**src/bsf_pkg.sv**
```systemverilog
// Package for the battery status flag logic: command codes, flag bit
// positions, thresholds, error codes and the structs that carry them.
// Assumes the measurement front end delivers its values in the units named here.
package bsf_pkg;

  // Command codes of the serial link.
  localparam logic [7:0] CMD_ERROR_MARGIN = 8'h0c;
  localparam logic [7:0] CMD_STATUS_FLAGS = 8'h2f;
  localparam logic [7:0] CMD_FINAL_EMPTY  = 8'h3f;
  localparam logic [7:0] CMD_SOFT_RESET   = 8'h44;

  // Software reset sequence values (8009 decimal, and the one excluded margin value).
  localparam logic [15:0] RESET_MAGIC    = 16'h1f49;
  localparam logic [15:0] MARGIN_NO_ARM  = 16'h0002;
  localparam logic [15:0] MARGIN_RESET   = 16'h0000;

  // Error codes reported in the status word.
  localparam logic [15:0] ERR_OK          = 16'h0000;
  localparam logic [15:0] ERR_UNSUPPORTED = 16'h0003;
  localparam logic [15:0] ERR_DENIED      = 16'h0004;

  // Bit positions inside the 16-bit combined flag word.
  localparam int unsigned BIT_DISPLAY    = 15;
  localparam int unsigned BIT_CELL       = 13;
  localparam int unsigned BIT_FULL_LOAD  = 12;
  localparam int unsigned BIT_PACK_HIGH  = 10;
  localparam int unsigned BIT_COLD       = 9;
  localparam int unsigned BIT_CURR_HIGH  = 8;
  localparam int unsigned BIT_VALID_CHG  = 5;
  localparam int unsigned BIT_WR_LOCK    = 4;
  localparam int unsigned BIT_VALID_DIS  = 3;
  localparam int unsigned BIT_HIGH_DRAIN = 2;
  localparam int unsigned BIT_EMPTY_1ST  = 1;
  localparam int unsigned BIT_EMPTY_FIN  = 0;
  localparam logic [15:0] FLAGS_RESET    = 16'h0000;

  // Pack voltage thresholds as ratios over 20 (1.05 and 0.95).
  localparam logic [20:0] PV_SCALE     = 21'h0_0014;
  localparam logic [20:0] PV_SET_RATIO = 21'h0_0015;
  localparam logic [20:0] PV_CLR_RATIO = 21'h0_0013;
  // Temperature in tenths of a degree Celsius, signed.
  localparam logic signed [15:0] COLD_SET_DC = 16'sh0000;
  localparam logic signed [15:0] COLD_CLR_DC = 16'sh0032;
  // Currents in mA, charges in mAh.
  localparam logic [15:0] CURR_SMALL_MA  = 16'h0400;
  localparam logic [15:0] CURR_MARGIN_MA = 16'h0100;
  localparam logic [15:0] CURR_CLR_MA    = 16'h0100;
  localparam logic [15:0] DRAIN_MA       = 16'h1806;
  localparam logic [15:0] VALID_CHG_MAH  = 16'h000a;
  localparam logic [15:0] SELF_DIS_MAH   = 16'h0100;

  typedef enum logic {SEQ_IDLE, SEQ_ARMED} bsf_seq_type;

  typedef struct packed {
    logic        valid;
    logic        write;
    logic [7:0]  code;
    logic [15:0] wdata;
  } bsf_cmd_type;

  typedef struct packed {
    logic        valid;
    logic        denied;
    logic [15:0] data;
  } bsf_rsp_type;

  typedef struct packed {
    logic        display_scale_select;
    logic        cell_type_select;
    logic        full_on_finish_select;
    logic        write_lock_flag;
    logic [15:0] final_empty_voltage;
  } bsf_cfg_type;

  typedef struct packed {
    logic [15:0]        pack_mv;
    logic [15:0]        charge_mv;
    logic signed [15:0] temp_dc;
    logic [15:0]        avg_ma;
    logic [15:0]        charge_ma;
    logic [15:0]        discharge_ma;
    logic [15:0]        sense_charge;
    logic [15:0]        sense_dis_mag;
    logic [15:0]        accum_mah;
    logic [15:0]        self_dis_mah;
    logic [15:0]        first_empty_mv;
    logic [15:0]        remaining_charge;
    logic [15:0]        learned_full_capacity;
    logic               charging;
    logic               discharging;
    logic               charge_finish;
  } bsf_meas_type;

endpackage

```
**src/bsf_flag_cell.sv**
```systemverilog
// One status flag with separate set and clear conditions.
// Assumes set and clear are already synchronous to the clock.
`timescale 1ns/1ps
module bsf_flag_cell (
  input  wire logic i_clock,
  input  wire logic i_nrst,
  input  wire logic i_reinit,
  input  wire logic i_set,
  input  wire logic i_clear,
  output logic      o_flag
);
  logic flag_r;
  logic flag_nxt;

  // Set wins over clear so that an event arriving with a clear is not lost.
  assign flag_nxt = i_reinit ? 1'b0 : (i_set | (flag_r & ~i_clear));
  assign o_flag   = flag_r;

  always_ff @(posedge i_clock or negedge i_nrst) begin
    if (!i_nrst) begin
      flag_r <= 1'b0;
    end else begin
      flag_r <= flag_nxt;
    end
  end
endmodule

```
**src/bsf_status_flags.sv**
```systemverilog
// Top of the battery status flag logic: flag evaluation, command decode,
// write lock and software reset sequence.
// Assumes a link front end that hands over one decoded command word at a time
// and an EEPROM reader that presents configuration on i_cfg_load.
`timescale 1ns/1ps
// Contract
// - Command 0x2f reads the flag word, high byte over low byte, read-only.
// - High bit 7 picks absolute (0) or relative (1) display.
// - High bit 5 picks nickel (0) or lithium-ion (1) compensation.
// - High bit 4 set: valid charge finish loads remaining charge from full capacity.
// - Pack-high flag sets at 1.05x charge voltage, clears at 0.95x.
// - Cold flag sets below 0 C, clears only above 5 C.
// - Current-high flag sets when average current exceeds charge current by 25%.
// - Below 1024 mA charge current, that margin is 256 mA instead.
// - Current-high flag clears only when average current is below 256 mA.
// - Valid charge sets at sense threshold plus 10 mAh; clears on discharge or threshold.
// - Write lock at 1 rejects every write; at 0 writes to codes 0x0c and 0x44 are allowed.
// - Valid discharge sets on first discharge after remaining equals full capacity.
// - Valid discharge clears on partial charge, cold first-empty, or self-discharge over 256.
// - High-drain flag follows discharge current above 6.15 A.
// - First-empty flag sets below threshold without high drain; clears with valid charge.
// - Final-empty flag sets below threshold without high drain; clears with valid charge.
// - High bits 6 and 3 and low bits 7 and 6 are reserved zero.
// - That sequence reinitialises the block and requests an EEPROM reload.
// - Command 0x3f reads the final empty voltage, read-only.
// - A write to a read-only code is refused with error code 0x0004.
module bsf_status_flags (
  input  wire logic                  i_clock,
  input  wire logic                  i_nrst,
  input  wire bsf_pkg::bsf_cmd_type  i_cmd,
  input  wire bsf_pkg::bsf_meas_type i_meas,
  input  wire logic                  i_cfg_load,
  input  wire bsf_pkg::bsf_cfg_type  i_cfg,
  output bsf_pkg::bsf_rsp_type       o_rsp,
  output logic [15:0]                o_error_code,
  output logic [15:0]                o_flags,
  output logic                       o_display_relative,
  output logic                       o_cell_li_ion,
  output logic                       o_rm_load,
  output logic                       o_reload_request
);
  bsf_pkg::bsf_cfg_type  cfg_r;
  bsf_pkg::bsf_rsp_type  rsp_r;
  bsf_pkg::bsf_seq_type  seq_r;
  bsf_pkg::bsf_seq_type  seq_nxt;
  logic [15:0]           margin_r;
  logic [15:0]           error_r;
  logic [15:0]           error_nxt;
  logic [15:0]           flags_r;
  logic [15:0]           flag_word;
  logic                  full_seen_r;
  logic                  rm_load_r;
  logic                  reload_r;
  logic                  first_empty_d_r;

  // Flag cell outputs.
  logic pack_high;
  logic cold;
  logic curr_high;
  logic valid_chg;
  logic valid_dis;
  logic high_drain;
  logic empty_first;
  logic empty_final;

  // Threshold arithmetic, widened so that no product wraps.
  logic [20:0] pv_scaled;
  logic [20:0] cv_set;
  logic [20:0] cv_clr;
  logic [18:0] avg_x4;
  logic [18:0] chg_x5;
  logic [16:0] chg_plus;
  logic        pv_set;
  logic        pv_clr;
  logic        oc_set;
  logic        oc_clr;
  logic        vq_set;
  logic        vq_clr;
  logic        vdq_set;
  logic        vdq_clr;
  logic        e1_set;
  logic        e1_clr;
  logic        ef_set;
  logic        ef_clr;
  logic        e1_rise;

  // Command decode.
  logic is_rd;
  logic is_wr;
  logic hit_margin;
  logic hit_flags;
  logic hit_final;
  logic hit_reset;
  logic known;
  logic wr_ok;
  logic wr_ro;
  logic do_reset;
  logic reinit;

  assign pv_scaled = 21'(i_meas.pack_mv) * bsf_pkg::PV_SCALE;
  assign cv_set    = 21'(i_meas.charge_mv) * bsf_pkg::PV_SET_RATIO;
  assign cv_clr    = 21'(i_meas.charge_mv) * bsf_pkg::PV_CLR_RATIO;
  assign pv_set    = pv_scaled >= cv_set;
  assign pv_clr    = pv_scaled < cv_clr;

  assign avg_x4    = {1'b0, i_meas.avg_ma, 2'b00};
  assign chg_x5    = {1'b0, i_meas.charge_ma, 2'b00} + 19'(i_meas.charge_ma);
  assign chg_plus  = 17'(i_meas.charge_ma) + 17'(bsf_pkg::CURR_MARGIN_MA);
  // Small charge currents use a fixed margin because 25% would be too tight.
  assign oc_set    = (i_meas.charge_ma < bsf_pkg::CURR_SMALL_MA) ?
                     (17'(i_meas.avg_ma) > chg_plus) :
                     (avg_x4 > chg_x5);
  assign oc_clr    = i_meas.avg_ma < bsf_pkg::CURR_CLR_MA;

  assign vq_set    = (i_meas.sense_charge >= i_meas.sense_dis_mag) &&
                     (i_meas.accum_mah >= bsf_pkg::VALID_CHG_MAH);
  assign vq_clr    = i_meas.discharging ||
                     (i_meas.sense_charge <= i_meas.sense_dis_mag);

  assign vdq_set   = full_seen_r & i_meas.discharging;
  assign e1_rise   = empty_first & ~first_empty_d_r;
  assign vdq_clr   = (valid_dis & i_meas.charging) ||
                     (e1_rise && (i_meas.temp_dc < bsf_pkg::COLD_SET_DC)) ||
                     (i_meas.self_dis_mah > bsf_pkg::SELF_DIS_MAH);

  assign e1_set    = (i_meas.pack_mv < i_meas.first_empty_mv) & ~high_drain;
  assign e1_clr    = valid_chg & (i_meas.pack_mv > i_meas.first_empty_mv);
  assign ef_set    = (i_meas.pack_mv < cfg_r.final_empty_voltage) & ~high_drain;
  assign ef_clr    = valid_chg & (i_meas.pack_mv > cfg_r.final_empty_voltage);

  bsf_flag_cell u_pack_high (
    .i_clock  (i_clock),
    .i_nrst   (i_nrst),
    .i_reinit (reinit),
    .i_set    (pv_set),
    .i_clear  (pv_clr),
    .o_flag   (pack_high)
  );
  bsf_flag_cell u_cold (
    .i_clock  (i_clock),
    .i_nrst   (i_nrst),
    .i_reinit (reinit),
    .i_set    (i_meas.temp_dc < bsf_pkg::COLD_SET_DC),
    .i_clear  (i_meas.temp_dc > bsf_pkg::COLD_CLR_DC),
    .o_flag   (cold)
  );
  bsf_flag_cell u_curr_high (
    .i_clock  (i_clock),
    .i_nrst   (i_nrst),
    .i_reinit (reinit),
    .i_set    (oc_set),
    .i_clear  (oc_clr),
    .o_flag   (curr_high)
  );
  bsf_flag_cell u_valid_chg (
    .i_clock  (i_clock),
    .i_nrst   (i_nrst),
    .i_reinit (reinit),
    .i_set    (vq_set),
    .i_clear  (vq_clr),
    .o_flag   (valid_chg)
  );
  bsf_flag_cell u_valid_dis (
    .i_clock  (i_clock),
    .i_nrst   (i_nrst),
    .i_reinit (reinit),
    .i_set    (vdq_set),
    .i_clear  (vdq_clr),
    .o_flag   (valid_dis)
  );
  bsf_flag_cell u_high_drain (
    .i_clock  (i_clock),
    .i_nrst   (i_nrst),
    .i_reinit (reinit),
    .i_set    (i_meas.discharge_ma > bsf_pkg::DRAIN_MA),
    .i_clear  (i_meas.discharge_ma < bsf_pkg::DRAIN_MA),
    .o_flag   (high_drain)
  );
  bsf_flag_cell u_empty_first (
    .i_clock  (i_clock),
    .i_nrst   (i_nrst),
    .i_reinit (reinit),
    .i_set    (e1_set),
    .i_clear  (e1_clr),
    .o_flag   (empty_first)
  );
  bsf_flag_cell u_empty_final (
    .i_clock  (i_clock),
    .i_nrst   (i_nrst),
    .i_reinit (reinit),
    .i_set    (ef_set),
    .i_clear  (ef_clr),
    .o_flag   (empty_final)
  );

  // Reserved positions stay zero because the word is built from zero.
  always_comb begin
    flag_word                           = bsf_pkg::FLAGS_RESET;
    flag_word[bsf_pkg::BIT_DISPLAY]     = cfg_r.display_scale_select;
    flag_word[bsf_pkg::BIT_CELL]        = cfg_r.cell_type_select;
    flag_word[bsf_pkg::BIT_FULL_LOAD]   = cfg_r.full_on_finish_select;
    flag_word[bsf_pkg::BIT_PACK_HIGH]   = pack_high;
    flag_word[bsf_pkg::BIT_COLD]        = cold;
    flag_word[bsf_pkg::BIT_CURR_HIGH]   = curr_high;
    flag_word[bsf_pkg::BIT_VALID_CHG]   = valid_chg;
    flag_word[bsf_pkg::BIT_WR_LOCK]     = cfg_r.write_lock_flag;
    flag_word[bsf_pkg::BIT_VALID_DIS]   = valid_dis;
    flag_word[bsf_pkg::BIT_HIGH_DRAIN]  = high_drain;
    flag_word[bsf_pkg::BIT_EMPTY_1ST]   = empty_first;
    flag_word[bsf_pkg::BIT_EMPTY_FIN]   = empty_final;
  end

  assign is_rd      = i_cmd.valid & ~i_cmd.write;
  assign is_wr      = i_cmd.valid & i_cmd.write;
  assign hit_margin = i_cmd.code == bsf_pkg::CMD_ERROR_MARGIN;
  assign hit_flags  = i_cmd.code == bsf_pkg::CMD_STATUS_FLAGS;
  assign hit_final  = i_cmd.code == bsf_pkg::CMD_FINAL_EMPTY;
  assign hit_reset  = i_cmd.code == bsf_pkg::CMD_SOFT_RESET;
  assign known      = hit_margin | hit_flags | hit_final | hit_reset;
  assign wr_ro      = is_wr & (hit_flags | hit_final);
  assign wr_ok      = is_wr & ~cfg_r.write_lock_flag & (hit_margin | hit_reset);
  assign do_reset   = wr_ok & hit_reset & (seq_r == bsf_pkg::SEQ_ARMED) &
                      (i_cmd.wdata == bsf_pkg::RESET_MAGIC);
  assign reinit     = reload_r;

  // Arming needs a margin write other than 2; any unlocked reset-code write disarms.
  always_comb begin
    seq_nxt = seq_r;
    if (wr_ok && hit_margin) begin
      seq_nxt = (i_cmd.wdata != bsf_pkg::MARGIN_NO_ARM) ?
                bsf_pkg::SEQ_ARMED : bsf_pkg::SEQ_IDLE;
    end else if (wr_ok && hit_reset) begin
      seq_nxt = bsf_pkg::SEQ_IDLE;
    end
  end

  // A read sets the error to OK for a known code and to unsupported otherwise.
  always_comb begin
    error_nxt = error_r;
    if (is_rd) begin
      error_nxt = known ? bsf_pkg::ERR_OK : bsf_pkg::ERR_UNSUPPORTED;
    end else if (wr_ro || (is_wr && cfg_r.write_lock_flag && known)) begin
      error_nxt = bsf_pkg::ERR_DENIED;
    end else if (is_wr && !known) begin
      error_nxt = bsf_pkg::ERR_UNSUPPORTED;
    end else if (is_wr) begin
      error_nxt = bsf_pkg::ERR_OK;
    end
  end

  always_ff @(posedge i_clock or negedge i_nrst) begin
    if (!i_nrst) begin
      rsp_r   <= '0;
      error_r <= bsf_pkg::ERR_OK;
      seq_r   <= bsf_pkg::SEQ_IDLE;
    end else begin
      rsp_r.valid  <= i_cmd.valid;
      rsp_r.denied <= wr_ro | (is_wr & cfg_r.write_lock_flag);
      rsp_r.data   <= !is_rd ? 16'h0000 :
                      hit_flags  ? flag_word :
                      hit_final  ? cfg_r.final_empty_voltage :
                      hit_margin ? margin_r : 16'h0000;
      error_r      <= reload_r ? bsf_pkg::ERR_OK : error_nxt;
      seq_r        <= reload_r ? bsf_pkg::SEQ_IDLE : seq_nxt;
    end
  end

  // Configuration comes only from the EEPROM reader; the reset sequence wipes it.
  always_ff @(posedge i_clock or negedge i_nrst) begin
    if (!i_nrst) begin
      cfg_r    <= '0;
      margin_r <= bsf_pkg::MARGIN_RESET;
    end else if (reload_r) begin
      cfg_r    <= '0;
      margin_r <= bsf_pkg::MARGIN_RESET;
    end else begin
      if (i_cfg_load) begin
        cfg_r <= i_cfg;
      end
      if (wr_ok && hit_margin) begin
        margin_r <= i_cmd.wdata;
      end
    end
  end

  always_ff @(posedge i_clock or negedge i_nrst) begin
    if (!i_nrst) begin
      flags_r         <= bsf_pkg::FLAGS_RESET;
      full_seen_r     <= 1'b0;
      rm_load_r       <= 1'b0;
      reload_r        <= 1'b0;
      first_empty_d_r <= 1'b0;
    end else begin
      flags_r         <= flag_word;
      full_seen_r     <= ~reload_r & ~i_meas.discharging &
                         (full_seen_r |
                          (i_meas.remaining_charge == i_meas.learned_full_capacity));
      rm_load_r       <= i_meas.charge_finish & cfg_r.full_on_finish_select;
      reload_r        <= do_reset;
      first_empty_d_r <= empty_first;
    end
  end

  assign o_rsp              = rsp_r;
  assign o_error_code       = error_r;
  assign o_flags            = flags_r;
  assign o_display_relative = cfg_r.display_scale_select;
  assign o_cell_li_ion      = cfg_r.cell_type_select;
  assign o_rm_load          = rm_load_r;
  assign o_reload_request   = reload_r;

  property p_read_answer;
    @(posedge i_clock) disable iff (!i_nrst)
    is_rd |=> rsp_r.valid;
  endproperty
  a_read_answer: assert property (p_read_answer) else $error("Read not answered.");

  property p_flag_snapshot;
    @(posedge i_clock) disable iff (!i_nrst)
    (is_rd && hit_flags) |=> (rsp_r.data == $past(flag_word));
  endproperty
  a_flag_snapshot: assert property (p_flag_snapshot) else $error("Bad flag word.");

  property p_ro_denied;
    @(posedge i_clock) disable iff (!i_nrst)
    wr_ro |=> (error_r == 16'h0004) && rsp_r.denied;
  endproperty
  a_ro_denied: assert property (p_ro_denied) else $error("Read-only write taken.");

  property p_lock_holds;
    @(posedge i_clock) disable iff (!i_nrst)
    (is_wr && cfg_r.write_lock_flag && !i_cfg_load) |=> $stable(margin_r) && !reload_r;
  endproperty
  a_lock_holds: assert property (p_lock_holds) else $error("Locked write taken.");

  property p_cold_set;
    @(posedge i_clock) disable iff (!i_nrst)
    (i_meas.temp_dc < 16'sh0000 && !reload_r) |=> cold ##1 flags_r[9];
  endproperty
  a_cold_set: assert property (p_cold_set) else $error("Cold flag missed.");

  property p_drain;
    @(posedge i_clock) disable iff (!i_nrst)
    (i_meas.discharge_ma > 16'h1806 && !reload_r) |=> high_drain;
  endproperty
  a_drain: assert property (p_drain) else $error("High drain missed.");

  property p_reset_seq;
    @(posedge i_clock) disable iff (!i_nrst)
    (is_wr && hit_reset && !cfg_r.write_lock_flag && seq_r == bsf_pkg::SEQ_ARMED &&
     i_cmd.wdata == 16'h1f49) |=> reload_r ##1 (cfg_r == '0) && (error_r == 16'h0000);
  endproperty
  a_reset_seq: assert property (p_reset_seq) else $error("Reset sequence ignored.");

  property p_empty_gate;
    @(posedge i_clock) disable iff (!i_nrst)
    $rose(empty_first) |-> $past(!high_drain);
  endproperty
  a_empty_gate: assert property (p_empty_gate) else $error("Empty set in drain.");

  property p_reserved;
    @(posedge i_clock) disable iff (!i_nrst)
    (o_flags & 16'h48c0) == 16'h0000;
  endproperty
  a_reserved: assert property (p_reserved) else $error("Reserved bit set.");

  property p_curr_clear;
    @(posedge i_clock) disable iff (!i_nrst)
    (i_meas.avg_ma < 16'h0100 && !oc_set) |=> !curr_high;
  endproperty
  a_curr_clear: assert property (p_curr_clear) else $error("Current flag stuck.");

  c_reset_seq: cover property (@(posedge i_clock) disable iff (!i_nrst) reload_r);
  c_valid_dis: cover property (@(posedge i_clock) disable iff (!i_nrst) $rose(valid_dis));
  c_flag_read: cover property (@(posedge i_clock) disable iff (!i_nrst) is_rd && hit_flags);
endmodule

```
**config.mk**
```make
export PLATFORM = sky130hd
export DESIGN_NAME = bsf_status_flags
export DESIGN_NICKNAME = d
export VERILOG_FILES = /design/src/bsf_pkg.sv /design/src/bsf_flag_cell.sv /design/src/bsf_status_flags.sv
export SDC_FILE = /design/constraint.sdc
export NUM_CORES = 1
export LEC_CHECK = 0
export BUFFER_PORTS_ARGS = -buffer_cell sky130_fd_sc_hd__buf_2
export CORE_MARGIN = 1.5
export CORE_UTILIZATION = 54
export CTS_CLUSTER_SIZE = 25
export DETAILED_ROUTE_END_ITERATION = 10
export PLACE_DENSITY_LB_ADDON = 0.2
export SYNTH_ARGS = -nofsm -noshare
export SYNTH_HDL_FRONTEND = slang
export SYNTH_HIERARCHICAL = 1
export SYNTH_SLANG_ARGS = --single-unit
```
**constraint.sdc**
```tcl
create_clock -name i_clock -period 2.1 [get_ports i_clock]
set_input_delay 0.21 -clock i_clock [delete_from_list [all_inputs] [get_ports i_clock]]
set_output_delay 0.21 -clock i_clock [all_outputs]
set_load 0.02 [all_outputs]
```
* Yosys cells after proc, flatten, opt, wreduce, memory -nomap -nowiden *
Index checks and enable logic that the tools add are counted.

storage, ports and cells
  register bits after elaboration = 95
  input bits = 260
  output and inout port bits = 54
  logic and storage cells = 153

cells by class
  add/subtract/negate cells = 2
  multipliers = 3
  magnitude comparators = 18
  equal/unequal tests = 7
  multiplexer cells = 27
  bitwise operators = 56
  reduce and logical (&&, ||, !) cells = 16

operators by type and width
  kind                                                   count
  two-way mux 16 bit                                     11
  multiplier 16 x 5 -> 21 bit (second input constant)    2
  two-way mux 20 bit                                     2
  > comparator 16 bit                                    2
  < comparator 16 bit                                    2
  AND 1 bit                                              27
  >= comparator 21 bit                                   1
  < comparator 21 bit                                    1
  adder 18 x 16 -> 19 bit                                1
  > comparator 18 x 19 -> 1 bit                          1
  multiplier 16 x 3 -> 19 bit (second input constant)    1
  adder 16 x 9 -> 17 bit (second input constant)         1
  > comparator 16 x 17 -> 1 bit                          1
  == test 16 x 13 -> 1 bit (second input constant)       1
  == test 16 bit                                         1
  == test 8 x 6 -> 1 bit (second input constant)         2
  >= comparator 16 bit                                   1
  >= comparator 16 x 4 -> 1 bit (second input constant)  1
  > comparator 16 x 13 -> 1 bit (second input constant)  1
  > comparator 16 x 7 -> 1 bit (second input constant)   1
  > comparator 16 x 9 -> 1 bit (second input constant)   1
  less-or-equal comparator 16 bit                        1
  < comparator 16 x 1 -> 1 bit (second input constant)   1
  < comparator 16 x 11 -> 1 bit (second input constant)  1
  other kinds (15)                                       64

* Depth between registers and ports, before layout *
  depth in word-level cells = 10
  gate-level depth with buffers = 21
  depth with buffers taken out = 21

* Hierarchy *
The synthesis kept the hierarchy.

by module, submodules not included
  module            times used  cells each  area each (sq um)  seq. area each (sq um)
  bsf_status_flags  1           1,211       10,576.4           1,801.7
  bsf_flag_cell     8           4           43.8               25.0

* Worst setup path after synthesis *
Ideal clock, no wire load.

  path type = input port to flip-flop
  start point = input port i_meas[182] in the netlist's numbering
  end point = register u_pack_high.flag_r, in the netlist u_pack_high/o_flag
  library setup time = 145 ps
  data arrival time = 3,727 ps
  data required time = 1,955 ps
  path slack = -1,772 ps
  stages = 19
  path buffers = 0
  path through = ha_1 > ha_1 > fa_1 > ha_1 > o21ai_0 > nor2_1 > a22o_1 > o41ai_4 > nor2_1 > mux2i_1 > a221o_1 > ha_1 > a21o_1 > a21o_1 > a21oi_1 > o21ai_0 > a21o_1 > inv_1 > a21oi_2

on the way
  elaborated cells between the ends (all ways) = 8
  those cells by class = mul: 2; order compare: 2; mux: 1; bitwise: 3

RTL lines
  element                      RTL line                 RTL
  from (decl)                  bsf_status_flags.sv:31   input wire bsf_pkg::bsf_meas_type i_meas,
  multiplier 16 x 5 -> 21 bit  bsf_status_flags.sv:101  assign cv_set = 21'(i_meas.charge_mv) * bsf_pkg::PV_SET_RATIO;
  >= comparator 21 bit         bsf_status_flags.sv:103  assign pv_set = pv_scaled >= cv_set;
  net pv_set                   bsf_status_flags.sv:73   logic pv_set;
  bitwise OR 1 bit             bsf_flag_cell.sv:16      assign flag_nxt = i_reinit ? 1'b0 : (i_set | (flag_r & ~i_clear));
  two-way mux 1 bit            bsf_flag_cell.sv:16
  net u_pack_high.flag_nxt     bsf_flag_cell.sv:13      logic flag_nxt;
  to (signal assigned)         bsf_flag_cell.sv:23      flag_r <= flag_nxt;
  to (decl)                    bsf_flag_cell.sv:12      logic flag_r;

The timed path passes the listed nets, and every way through them passes these cells.
A chain may end at the register's enable or synchronous reset.

* Final worst setup path *
Same ends and word-level chain as after synthesis.

==> results.tsv <==
stage	metric	value	unit
clocking	cts_buffer_depth	2	
yosys	yosys.area.top_type	ha_1	
power_and_ir_drop	intPower	5.85	mW
clocking	clock_sinks	80	
final_layout	seq_area	0.00200	sq mm
clocking	cts-buffers-inserted	9	
grt	grt_usage	33.2	%
grt	top_usage_layer	met2	
critical_path	worstPathRequired	2310	ps
route	routedWlPerCell	17.3	um
yosys	synth_edf_count	0	
clocking	clk_latency	340	ps
place	hpwl	27900	um
route	drtIter0Drc	534	
critical_path	start_kind	primary input	
timing	worstMarginPinSlew	780	ps
critical_path	endpoint_kind	flip-flop	
status	status	finished with violations	
timing	period_minus_slack	3610	ps
floorplan	initial_core_util	55.6	%
worst_hold_path	hold_path_class	primary input to flip-flop	
yosys	syn_avg_cell_area	8.79	sq um
yosys	syn-cell-area	0.0109	sq mm
timing	rsz0062_at_grt	yes	
power_and_ir_drop	swShare	38.9	%
timing	worst_hold_slack	26.2	ps
critical_path	slowest_delay	340	ps
final_layout	layout.nets	2274	
yosys	ys_ff_latch	80	
clocking	cts-root-buf	clkbuf_16	
critical_path	criticalPathCategory	primary input to flip-flop	
timing	finalSetupViolations	3	
route	drtAntennaViolNets	0	
flow_run	maxCapViolations	0	
critical_path	cpMostUsedCell	a21o_1	
grt	grt_max_degree	44	
grt	antenna_found_initial	8	
route	dr.pass1.iters	8	
power_and_ir_drop	seqPwrFrac	17.9	%
floorplan	fp.dieH	145	um
critical_path	path_max_fanout	6	
timing	period_share	172	%
grt	globalRouteMet3Util	6.67	%
final_layout	multi_input_area	0.00908	sq mm
critical_path	critPathArrivalTime	3820	ps
yosys	yosysTopAreaCellShare	28.6	%
route	wirelength	34900	um
timing	fmax	0.277	GHz
grt	gr-total-overflow	0	
floorplan	die_w	145	um
place	pre_cts_ws	-2070	ps
timing	hold_viol_final	0	
grt	grt_pass1_wl	56900	um
final_layout	drive_above_1_share	38.2	%
timing	final_max_slew_viol_count	0	
power_and_ir_drop	comb_power_share	63.5	%
yosys	yosys-top-cells-area	ha_1 29%, dfrtp_1 18%, inv_1 5.2%, fa_1 4.2%, xnor2_1 4.1%	
final_layout	postLayoutCoreUtil	78.8	%
grt	grt_pass1_vias	11822	
yosys	yosys_warnings	6	
yosys	synth_cell_types	73	
floorplan	fp.coreArea	0.0197	sq mm
place	io_buffers	295	
grt	use_met2	59.6	%
timing	fin_skew	7.86	ps
floorplan	die-area	0.0211	sq mm
final_layout	n_fill_cell	1334	
yosys	synth_commonest_cells	250 x ha_1, 151 x inv_1, 91 x nor2_1	
floorplan	fp-row-count	51	
critical_path	crit_chain	buf_8 -> ha_1 -> ha_4 -> xnor2_1 -> ha_1 -> o21bai_1 -> ha_4 -> o21ai_2 -> nor2_1 -> a22o_1 -> o41ai_4 -> nor2_2 -> mux2i_1 -> a221o_1 -> ha_2 -> a21o_1 -> a21o_1 -> a21oi_2 -> o21ai_1 -> a21o_1 -> inv_1 -> a21oi_2	
clocking	h-tree-depth	3	
floorplan	io_pins	314	
yosys	syn_inst	1243	
clocking	cts.reportedPaths.clkPinSlew	60	ps
route	drcViolationCount	0	
yosys	ys.flop_type	dfrtp_1	
power_and_ir_drop	power.density	619	mW/mm^2
yosys	seq_area_frac_synth	18.3	%
power_and_ir_drop	p_sw	3.73	mW
power_and_ir_drop	peakVddDrop	0.428	mV
route	viasPerCell	5.59	
timing	fin_ws	-1510	ps
final_layout	areaGrowthSynthToFinish	41.7	%
status	violations	negative setup slack	
clocking	cts_tree	done	
power_and_ir_drop	leakagePower	8.13	nW
yosys	async_flop_share	100	%
critical_path	slowest_stage	ha_1	
power_and_ir_drop	clockPowerShare	18.6	%
place	place_congestion	0.903	
route	vias	11285	
yosys	synth_most_common_cell	ha_1	
timing	slew_headroom	48.0	%
grt	grt_use_met1	38.0	%
metrics by stage:
| stage | std cells | total power, mW | cell area, sq um | setup TNS [ps] |
|---|---|---|---|---|
| floorplan | 1259 | 5.08 | 11200 | -2430 |
| global placement | 1988 | 6.91 | 14400 | -3240 |
| detailed placement | 1988 | 7.09 | 14400 | -3470 |
| CTS | 2010 | 9.35 | 15400 | -2170 |
| global route | 2016 | 10.4 | 15500 | -2690 |
| finish | 2017 | 9.58 | 15500 | -2350 |
power by group through the flow:
stage	sequential, mW	combinational (mW)	clock (mW)
2_1_floorplan	1.75	3.33	0
3_3_place_gp	1.74	5.17	0
3_5_place_dp	1.74	5.36	0
4_1_cts	1.71	5.85	1.79
5_1_grt	1.72	6.77	1.88
6_report	1.71	6.08	1.79
state kept, by name, summed over array words and instances (netlist names), 2 cells and up:
register      count
o_error_code      2
margin_r         16
cfg_r            18
o_rsp            18
o_flags          12
worst paths after layout:
kind                                from                   end  slack, ps  cells after the start
max in group asynchronous         i_nrst              cfg_r[2]       1090                      3
min                            i_cmd[25]             o_rsp[17]         30                      1
min in group asynchronous         i_nrst             o_rm_load        400                      2
max                          i_meas[182]    u_pack_high/o_flag      -1510                     22
max reg2reg                    cfg_r[12]  u_empty_final/o_flag        -70                     10
min reg2reg                o_cell_li_ion           o_flags[13]        430                      0
cell families (layout without fill, tap and decap cells):
group | after synthesis | after routing | share of synthesized area, %
and+or+nand+nor | 315 | 315 | 15.1
AOI/OAI and AO/OA | 291 | 291 | 18.4
adders and majority gates | 273 | 273 | 32.8
buffers and inverters | 184 | 670 | 7.07
DFF | 80 | 80 | 18.3
xor gates and xnor gates | 77 | 77 | 6.17
muxes | 22 | 22 | 2.02
other | 1 | 24 | 0.0343
worst max-delay path, delay by kind of cell:
kind,cells,cell delay (ps)
AOI/OAI and AO/OA,11,1850
adders and majority gates,5,1150
buffers and inverters,2,190
and+or+nand+nor,2,150
muxes,1,150
xor gates and xnor gates,1,120
layout by cell type, fill, tap and decap left out, drive strengths merged, types with 10 or more instances in the layout:
cell type,instances
a222oi,12
buf,503
nand4,31
a22o,17
nand2b,30
nor2b,18
a21oi,94
clkbuf,10
nand3,27
o21ai,48
nand2,46
dfrtp,80
o21a,13
inv,151
mux2i,22
xnor2,51
ha,250
conb,17
nor4,14
a21o,47
fa,23
nor2,93
xor2,26
nor3,17
cell type report:
class | count | area share (%)
diodes | 7 | 0.113
clock buffers | 10 | 1.48
clock inverters | 5 | 0.687
inverters | 151 | 3.66
multi-input cells | 995 | 58.6
flip-flops and latches | 80 | 12.9
well taps | 265 | 2.14
repair buffers | 504 | 20.3
layer usage:
layer / vias to the layer above / share of wire, % / wire length, um
met5: - / 0.066 / 23
met2: 433 / 50 / 17300
met1: 5286 / 40 / 13800
li1: 5446 / - / -
met4: 4 / 4.6 / 1610
met3: 116 / 6.1 / 2140
repair_timing:
item / CTS / global route
hold buffers: 1 / 0
setup buffers: 6 / 0
pin swaps: 90 / 17
hold endpoints to repair: 37 / 0
endpoints found under the setup margin: 3 / 3
resized for setup: 112 / 23
No activity file was read; power rests on OpenSTA's default activity.
